`src/rtl/dpit_pkg.sv`:
```
package dpit_pkg;

    // ----------------------------------------------------------------
    // register word indices (byte address = 4 * index)
    // ----------------------------------------------------------------
    localparam logic [11:0] OFS_ROOT = 12'h006;
    localparam logic [11:0] OFS_MAIN_EN = 12'h008;
    localparam logic [11:0] OFS_DEV_EN = 12'h009;
    localparam logic [11:0] OFS_HOST_EN = 12'h00A;
    localparam logic [11:0] OFS_CPU_EN = 12'h00B;
    localparam logic [11:0] OFS_FIFO_EN = 12'h00C;
    localparam logic [11:0] OFS_REV = 12'h010;
    localparam logic [11:0] OFS_EVT_STAT = 12'h018;
    localparam logic [11:0] OFS_EVT_MASK = 12'h019;
    localparam logic [11:0] PORT1_BASE = 12'h200;

    // ----------------------------------------------------------------
    // field positions
    // ----------------------------------------------------------------
    localparam int MAIN_DEV_BIT = 7;
    localparam int MAIN_HOST_BIT = 6;
    localparam int MAIN_CPU_BIT = 5;
    localparam int MAIN_FIFO_BIT = 4;
    localparam int MAIN_PM_BIT = 0;
    localparam int ROOT_P0_BIT = 0;
    localparam int ROOT_P1_BIT = 1;

    // ----------------------------------------------------------------
    // writable bits, reset values, sleep-capable bits
    // ----------------------------------------------------------------
    localparam logic [7:0] MAIN_EN_P0_MASK = 8'hF1;
    localparam logic [7:0] MAIN_EN_P1_MASK = 8'h71;
    localparam logic [7:0] DEV_EN_MASK = 8'hBB;
    localparam logic [7:0] HOST_EN_MASK = 8'hFB;
    localparam logic [7:0] CPU_EN_MASK = 8'h83;
    localparam logic [7:0] FIFO_EN_MASK = 8'h87;
    localparam logic [7:0] ROOT_MASK = 8'h03;
    localparam logic [7:0] EVT_MASK_BITS = 8'h03;
    localparam logic [7:0] EN_RESET = 8'h00;
    localparam logic [7:0] ALL_ONES = 8'hFF;
    localparam logic [7:0] MAIN_SLEEP_OK = 8'hC1;
    localparam logic [7:0] DEV_SLEEP_OK = 8'hA0;
    localparam logic [7:0] HOST_SLEEP_OK = 8'hC0;
    localparam logic [7:0] NONE_SLEEP_OK = 8'h00;

    // arbitrary revision code, not tied to any part
    localparam logic [7:0] REV_DEFAULT = 8'h5A;

endpackage

```
`src/rtl/dpit_irq_tree.sv`:
```
// Added by the designer: the Wishbone slave port.
`timescale 1ns/100ps

// Behaviour
// - root status shared, same at both windows
// - root status names the interrupting port(s)
// - root bit1 reflects enabled port1 main status
// - root bit0 reflects port0; bits 7-2 zero
// - main enable gates each main status factor
// - enable one passes factor, zero blocks it
// - main enable bits 7,6,5,4,0 read/write
// - device, host, power-done enables work asleep
// - port1 device-group enable bit is undefined
// - device-group enable only in port0 window
// - device-group enable layout, bits 6,2 reserved
// - host-group enable gates host main bit
// - bus-power error, line change work asleep
// - cpu-interface enable gates cpu main bit
// - buffer enable gates buffer main bit
// - fixed revision register, readable asleep
module dpit_irq_tree #(
    parameter logic [7:0] CHIP_REVISION = dpit_pkg::REV_DEFAULT
) (
    input wire logic MCLK_IN,
    input wire logic RST_IN,
    input wire logic CYC_IN,
    input wire logic STB_IN,
    input wire logic WE_IN,
    input wire logic [13:2] ADR_IN,
    input wire logic [3:0] SEL_IN,
    input wire logic [31:0] DAT_IN,
    output logic [31:0] DAT_OUT,
    output logic ACK_OUT,
    input wire logic SLEEP_IN,
    input wire logic [7:0] DEV_STAT_P0_IN,
    input wire logic [7:0] HOST_STAT_P0_IN,
    input wire logic [7:0] HOST_STAT_P1_IN,
    input wire logic [7:0] CPU_STAT_P0_IN,
    input wire logic [7:0] CPU_STAT_P1_IN,
    input wire logic [7:0] FIFO_STAT_P0_IN,
    input wire logic [7:0] FIFO_STAT_P1_IN,
    input wire logic [1:0] PM_DONE_IN,
    output logic [7:0] MAIN_STAT_P0_OUT,
    output logic [7:0] MAIN_STAT_P1_OUT,
    output logic [7:0] ROOT_STAT_OUT,
    output logic IRQ_N_OUT,
    output logic EVT_IRQ_OUT
);

    // ----------------------------------------------------------------
    // helpers
    // ----------------------------------------------------------------
    function automatic logic group_hit(input logic [7:0] stat, input logic [7:0] en);
        group_hit = |(stat & en);
    endfunction

    function automatic logic [7:0] eff_en(input logic [7:0] en, input logic [7:0] ok, input logic sleep);
        eff_en = en & (sleep ? ok : dpit_pkg::ALL_ONES);
    endfunction

    // ----------------------------------------------------------------
    // state
    // ----------------------------------------------------------------
    logic [7:0] main_en_q [2];
    logic [7:0] host_en_q [2];
    logic [7:0] cpu_en_q [2];
    logic [7:0] fifo_en_q [2];
    logic [7:0] dev_en_q;
    logic [7:0] evt_stat_q;
    logic [7:0] evt_mask_q;
    logic [7:0] root_q;
    logic [7:0] main_p0_q;
    logic [7:0] main_p1_q;
    logic irq_n_q;
    logic evt_irq_q;
    logic ack_q;
    logic [31:0] dat_q;

    // ----------------------------------------------------------------
    // bus decode
    // ----------------------------------------------------------------
    wire logic [11:0] idx = ADR_IN;
    wire logic req = CYC_IN & STB_IN & ~ack_q;
    wire logic wr = req & WE_IN & SEL_IN[0];
    wire logic [7:0] wdat = DAT_IN[7:0];
    wire logic hit_root = (idx == dpit_pkg::OFS_ROOT) || (idx == (dpit_pkg::OFS_ROOT | dpit_pkg::PORT1_BASE));
    wire logic hit_main0 = idx == dpit_pkg::OFS_MAIN_EN;
    wire logic hit_main1 = idx == (dpit_pkg::OFS_MAIN_EN | dpit_pkg::PORT1_BASE);
    wire logic hit_dev = idx == dpit_pkg::OFS_DEV_EN;
    wire logic hit_host0 = idx == dpit_pkg::OFS_HOST_EN;
    wire logic hit_host1 = idx == (dpit_pkg::OFS_HOST_EN | dpit_pkg::PORT1_BASE);
    wire logic hit_cpu0 = idx == dpit_pkg::OFS_CPU_EN;
    wire logic hit_cpu1 = idx == (dpit_pkg::OFS_CPU_EN | dpit_pkg::PORT1_BASE);
    wire logic hit_fifo0 = idx == dpit_pkg::OFS_FIFO_EN;
    wire logic hit_fifo1 = idx == (dpit_pkg::OFS_FIFO_EN | dpit_pkg::PORT1_BASE);
    wire logic hit_rev = (idx == dpit_pkg::OFS_REV) || (idx == (dpit_pkg::OFS_REV | dpit_pkg::PORT1_BASE));
    wire logic hit_evt_stat = idx == dpit_pkg::OFS_EVT_STAT;
    wire logic hit_evt_mask = idx == dpit_pkg::OFS_EVT_MASK;

    // ----------------------------------------------------------------
    // read mux
    // ----------------------------------------------------------------
    logic [7:0] rd8;
    always_comb begin
        // port1 device-group window is unmapped and reads zero
        if (hit_root) begin
            rd8 = root_q;
        end else if (hit_main0) begin
            rd8 = main_en_q[0];
        end else if (hit_main1) begin
            rd8 = main_en_q[1];
        end else if (hit_dev) begin
            rd8 = dev_en_q;
        end else if (hit_host0) begin
            rd8 = host_en_q[0];
        end else if (hit_host1) begin
            rd8 = host_en_q[1];
        end else if (hit_cpu0) begin
            rd8 = cpu_en_q[0];
        end else if (hit_cpu1) begin
            rd8 = cpu_en_q[1];
        end else if (hit_fifo0) begin
            rd8 = fifo_en_q[0];
        end else if (hit_fifo1) begin
            rd8 = fifo_en_q[1];
        end else if (hit_rev) begin
            rd8 = CHIP_REVISION;
        end else if (hit_evt_stat) begin
            rd8 = evt_stat_q;
        end else if (hit_evt_mask) begin
            rd8 = evt_mask_q;
        end else begin
            rd8 = 8'h00;
        end
    end

    // ----------------------------------------------------------------
    // enable gating and aggregation
    // ----------------------------------------------------------------
    // sleep keeps only the factors that stay live without the clock tree
    wire logic [7:0] m_en0 = eff_en(main_en_q[0], dpit_pkg::MAIN_SLEEP_OK, SLEEP_IN);
    wire logic [7:0] m_en1 = eff_en(main_en_q[1], dpit_pkg::MAIN_SLEEP_OK, SLEEP_IN);
    wire logic [7:0] d_en = eff_en(dev_en_q, dpit_pkg::DEV_SLEEP_OK, SLEEP_IN);
    wire logic [7:0] h_en0 = eff_en(host_en_q[0], dpit_pkg::HOST_SLEEP_OK, SLEEP_IN);
    wire logic [7:0] h_en1 = eff_en(host_en_q[1], dpit_pkg::HOST_SLEEP_OK, SLEEP_IN);
    wire logic [7:0] c_en0 = eff_en(cpu_en_q[0], dpit_pkg::NONE_SLEEP_OK, SLEEP_IN);
    wire logic [7:0] c_en1 = eff_en(cpu_en_q[1], dpit_pkg::NONE_SLEEP_OK, SLEEP_IN);
    wire logic [7:0] f_en0 = eff_en(fifo_en_q[0], dpit_pkg::NONE_SLEEP_OK, SLEEP_IN);
    wire logic [7:0] f_en1 = eff_en(fifo_en_q[1], dpit_pkg::NONE_SLEEP_OK, SLEEP_IN);

    // port1 has no device-function path, so its device bit stays zero
    wire logic [7:0] main_irq_status_p0 = {group_hit(DEV_STAT_P0_IN, d_en),
        group_hit(HOST_STAT_P0_IN, h_en0), group_hit(CPU_STAT_P0_IN, c_en0),
        group_hit(FIFO_STAT_P0_IN, f_en0), 3'b000, PM_DONE_IN[0]};
    wire logic [7:0] main_irq_status_p1 = {1'b0, group_hit(HOST_STAT_P1_IN, h_en1),
        group_hit(CPU_STAT_P1_IN, c_en1), group_hit(FIFO_STAT_P1_IN, f_en1), 3'b000, PM_DONE_IN[1]};

    wire logic first_port_pending = group_hit(main_irq_status_p0, m_en0);
    wire logic second_port_pending = group_hit(main_irq_status_p1, m_en1);
    wire logic [7:0] root_d = {6'b000000, second_port_pending, first_port_pending};
    wire logic [7:0] evt_rise = root_d & ~root_q;
    wire logic [7:0] evt_clr = (wr && hit_evt_stat) ? wdat : 8'h00;
    // a rising edge in the clearing cycle survives the clear
    wire logic [7:0] evt_stat_d = (evt_stat_q & ~evt_clr) | evt_rise;

    // ----------------------------------------------------------------
    // register writes
    // ----------------------------------------------------------------
    always_ff @(posedge MCLK_IN) begin
        if (RST_IN) begin
            main_en_q[0] <= dpit_pkg::EN_RESET;
            main_en_q[1] <= dpit_pkg::EN_RESET;
            dev_en_q <= dpit_pkg::EN_RESET;
            host_en_q[0] <= dpit_pkg::EN_RESET;
            host_en_q[1] <= dpit_pkg::EN_RESET;
            cpu_en_q[0] <= dpit_pkg::EN_RESET;
            cpu_en_q[1] <= dpit_pkg::EN_RESET;
            fifo_en_q[0] <= dpit_pkg::EN_RESET;
            fifo_en_q[1] <= dpit_pkg::EN_RESET;
            evt_mask_q <= dpit_pkg::EN_RESET;
        end else if (wr) begin
            if (hit_main0) main_en_q[0] <= wdat & dpit_pkg::MAIN_EN_P0_MASK;
            if (hit_main1) main_en_q[1] <= wdat & dpit_pkg::MAIN_EN_P1_MASK;
            if (hit_dev) dev_en_q <= wdat & dpit_pkg::DEV_EN_MASK;
            if (hit_host0) host_en_q[0] <= wdat & dpit_pkg::HOST_EN_MASK;
            if (hit_host1) host_en_q[1] <= wdat & dpit_pkg::HOST_EN_MASK;
            if (hit_cpu0) cpu_en_q[0] <= wdat & dpit_pkg::CPU_EN_MASK;
            if (hit_cpu1) cpu_en_q[1] <= wdat & dpit_pkg::CPU_EN_MASK;
            if (hit_fifo0) fifo_en_q[0] <= wdat & dpit_pkg::FIFO_EN_MASK;
            if (hit_fifo1) fifo_en_q[1] <= wdat & dpit_pkg::FIFO_EN_MASK;
            if (hit_evt_mask) evt_mask_q <= wdat & dpit_pkg::EVT_MASK_BITS;
        end
    end

    // ----------------------------------------------------------------
    // status, interrupt outputs, bus answer
    // ----------------------------------------------------------------
    always_ff @(posedge MCLK_IN) begin
        if (RST_IN) begin
            root_q <= 8'h00;
            main_p0_q <= 8'h00;
            main_p1_q <= 8'h00;
            irq_n_q <= 1'b1;
            evt_stat_q <= 8'h00;
            evt_irq_q <= 1'b0;
            ack_q <= 1'b0;
            dat_q <= 32'h0000_0000;
        end else begin
            root_q <= root_d & dpit_pkg::ROOT_MASK;
            main_p0_q <= main_irq_status_p0;
            main_p1_q <= main_irq_status_p1;
            irq_n_q <= ~(first_port_pending | second_port_pending);
            evt_stat_q <= evt_stat_d & dpit_pkg::EVT_MASK_BITS;
            evt_irq_q <= |(evt_stat_d & evt_mask_q);
            ack_q <= req;
            dat_q <= req ? {24'h00_0000, rd8} : 32'h0000_0000;
        end
    end

    assign DAT_OUT = dat_q;
    assign ACK_OUT = ack_q;
    assign MAIN_STAT_P0_OUT = main_p0_q;
    assign MAIN_STAT_P1_OUT = main_p1_q;
    assign ROOT_STAT_OUT = root_q;
    assign IRQ_N_OUT = irq_n_q;
    assign EVT_IRQ_OUT = evt_irq_q;
endmodule

```
`config.mk`:
```
export PLATFORM = sky130hd
export DESIGN_NAME = dpit_irq_tree
export DESIGN_NICKNAME = d
export VERILOG_FILES = /design/src/rtl/dpit_pkg.sv /design/src/rtl/dpit_irq_tree.sv
export SDC_FILE = /design/constraint.sdc
export NUM_CORES = 1
export LEC_CHECK = 0
export ABC_AREA = 1
export BUFFER_PORTS_ARGS = -buffer_cell sky130_fd_sc_hd__buf_4
export CAP_MARGIN = 40
export CORE_MARGIN = 2
export CORE_UTILIZATION = 35
export DETAILED_ROUTE_END_ITERATION = 7
export HOLD_SLACK_MARGIN = 0.08
export PLACE_DENSITY = 0.65
export SLEW_MARGIN = 10
export SYNTH_ARGS = -nofsm -noshare
export SYNTH_HDL_FRONTEND = slang
export SYNTH_SLANG_ARGS = --single-unit
```
`constraint.sdc`:
```
create_clock -name MCLK_IN -period 6.3 [get_ports MCLK_IN]
set_input_delay 1.26 -clock MCLK_IN [delete_from_list [all_inputs] [get_ports MCLK_IN]]
set_output_delay 1.26 -clock MCLK_IN [all_outputs]
set_load 0.01 [all_outputs]
```
==> impl_metrics.json <==
{
  "number_of_standard_cells_after_synthesis": 434,
  "synth-seq-area-share_pct": 49.4,
  "row_count": 36,
  "clock_tree.buffer_depth": 2,
  "antenna_violating_nets_post_route": 0,
  "maximum_capacitance_violations": 0,
  "fin_crit_ns": 2.87,
  "power_frac_seq_pct": 51.9,
  "cts.reportedPaths.clkPinSlew_ns": 0.07,
  "flow.area_growth_from_synthesis_pct": 23.6,
  "clkSinkCount": 69,
  "rsz0062_at_grt": "no",
  "min_path_type": "reg2reg",
  "initial_core_util_pct": 36.1,
  "status": "completed",
  "max-slew-margin-rel_pct": 44.5,
  "die_h_um": 105,
  "gr-total-overflow": 0,
  "dr.pass1.iters": 5,
  "route.final.wire_length_um": 9390,
  "critPathArrivalTime_ns": 2.85,
  "htree_num_levels": 3,
  "antenna_found_initial": 0,
  "unique_cell_type_count_in_the_yosys_netlist": 35,
  "cts.repair.resized": 0,
  "port_buffers": 84,
  "fmax_achieved_mhz": 349,
  "path_class": "in2reg",
  "switching_share_pct": 24.3,
  "worst_skew_pair.late_latency_ns": 0.35,
  "fin_crit_sh_pct": 45.5,
  "grtUsageMet3_pct": 3.43,
  "cp_max_fo": 7,
  "synth.ff_latch_count": 69,
  "timing.final.max_slew_violations": 0,
  "post-cts-setup-buffers": 0,
  "clock-skew-final_ns": 0.00522,
  "detailed_place_hpwl_um": 7440,
  "nFillCells": 1008,
  "synthDominantCellAreaShare_pct": 31.3,
  "gr-usage-met1_pct": 22.3,
  "peakVddDrop_mv": 0.0935,
  "worst_pin_slew_ns": 0.824,
  "final_common_cell": "nand2_1",
  "highest_utilization_routing_layer_at_the_global_route_stage": "met2",
  "root_buffer": "clkbuf_8",
  "nNetsFinal": 638,
  "violation_count_after_the_first_detailed_routing_iteration": 185,
  "drc": 0,
  "yosysWarningCount": 0,
  "grt_use_met2_pct": 29.2,
  "num_io_pins": 171,
  "track_usage_pct": 17.6,
  "post_route_cells_drive_above_1_share_pct": 25.0,
  "power_density_nw_per_um2": 218,
  "leakagePower_uw": 0.00203,
  "setup_tns_ns": 0,
  "grt_pass1_wl_um": 14800,
  "die_x_um": 105,
  "post_synth.cell_area_avg_um2": 8.17,
  "hold_buffers": 0,
  "cp-start-kind": "input port",
  "routed-via-count": 3177,
  "cts_inserted_buffers": 9,
  "required_time_of_the_critical_path_ns": 6.28,
  "diodes": 0,
  "viasPerCell": 4.78,
  "route.detailed.wl_per_inst_um": 14.1,
  "vias_in_the_first_global_route": 3057,
  "multiInputGateArea_um2": 1430,
  "fin_hold_ws_ns": 0.455,
  "tritoncts_clock_tree": "built",
  "switchingPower_uw": 232,
  "setup-violations-final": 0,
  "mappedNetlistArea_um2": 3550,
  "core_um2": 9820,
  "synthTopCellsByArea": "edfxtp_1 (31%), dfxtp_1 (18%), nand2_1 (10%)",
  "grt_max_degree": 19,
  "report.final.hold_viol_count": 0,
  "most-common-layout-cells": "nand2_1 (95), buf_4 (84), nor2_1 (57)",
  "dieArea_um2": 11000,
  "routabilityCongestion": 0.919,
  "intPower_uw": 723,
  "clockPowerShare_pct": 37.4,
  "seq_area_um2": 1750,
  "comb_power_share_pct": 10.6,
  "setup.worst_path.end_class": "flip-flop",
  "most_area_hungry_cell_type_in_the_yosys_netlist": "edfxtp_1"
}
state kept, by name (all words and copies together), names as in the netlist, 4 cells and up:
| register | count |
|---|---|
| cpu_en_q | 6 |
| MAIN_STAT_P0_OUT | 5 |
| DAT_OUT | 8 |
| dev_en_q | 6 |
| fifo_en_q | 8 |
| MAIN_STAT_P1_OUT | 4 |
| host_en_q | 14 |
| main_en_q | 9 |
cell families (layout without fill, tap and decap cells):
logic type	Yosys count	after routing	share of synthesized area [%]
compound gates	69	69	11.7
buf+inv	95	156	14.1
flops	69	69	49.4
other cells	1	37	0.106
simple gates	200	200	24.6
metrics by stage:
step	setup slack [ns]	std cells	util [%]	total power, µW	cell area (µm²)
final	3.43	664	44.6	955	4380
after global routing	3.28	664	44.6	989	4380
after CTS	3.45	664	44.6	959	4380
after detailed placement	3.08	648	42.7	606	4190
after global placement	2.90	646	42.6	605	4180
after floorplan	3.41	470	-	566	3680
routing by layer:
metal / vias to the layer above / wire length (µm)
met3: 16 / 768
met1: 1453 / 4020
met4: 0 / 214
li1: 1540 / -
met5: - / 0
met2: 168 / 4390
worst max-delay path, cell delays in order:
cell     delay (ns)
buf_4          0.11
nor2_1         0.14
nand2_1        0.11
inv_2          0.11
nand2_2        0.08
nor2_2         0.25
inv_2          0.12
o21ai_0        0.67
area by class of cell:
type / count / share of cell area [%]
Clock inverter: 4 / 1.08
Tap cell: 133 / 3.80
Timing Repair Buffer: 86 / 14.6
Multi-Input combinational cell: 306 / 32.6
Sequential cell: 69 / 40.0
Clock buffer: 12 / 3.31
Inverter: 54 / 4.65
synthesized netlist by cell type, drive strengths merged:
cell type	number
nand2	102
nor2	65
inv	53
buf	38
edfxtp	37
dfxtp	32
nand3	25
o21ai	25
a21oi	19
a22o	4
a31oi	4
nand4	4
clkbuf	3
o221ai	3
o22ai	3
a211oi	2
a32oi	2
nor3	2
o211ai	2
o21a	2
a21boi	1
and2	1
clkinv	1
conb	1
o211a	1
o221a	1
or2	1
worst paths after layout:
path | from | endpoint | slack (ns) | cells after the start
min reg2reg | evt_mask_q[1]$_SDFFE_PP0P_ | EVT_IRQ_OUT$_SDFF_PP0_ | 0.46 | 2
max | ADR_IN[13] | main_en_q[0][0]$_DFFE_PP_ | 3.43 | 8
max reg2reg | ACK_OUT$_SDFF_PP0_ | main_en_q[0][0]$_DFFE_PP_ | 4.27 | 3
min | evt_mask_q[1]$_SDFFE_PP0P_ | EVT_IRQ_OUT$_SDFF_PP0_ | 0.46 | 2
power by group through the flow:
| stage | registers [µW] | clock network [µW] | logic (µW) |
|---|---|---|---|
| 2_1_floorplan | 506 | 0 | 60.5 |
| 3_3_place_gp | 506 | 0 | 99.1 |
| 3_5_place_dp | 506 | 0 | 101 |
| 4_1_cts | 496 | 363 | 101 |
| 5_1_grt | 498 | 379 | 112 |
| 6_report | 496 | 358 | 102 |
Power figures use the tool's default switching activity.
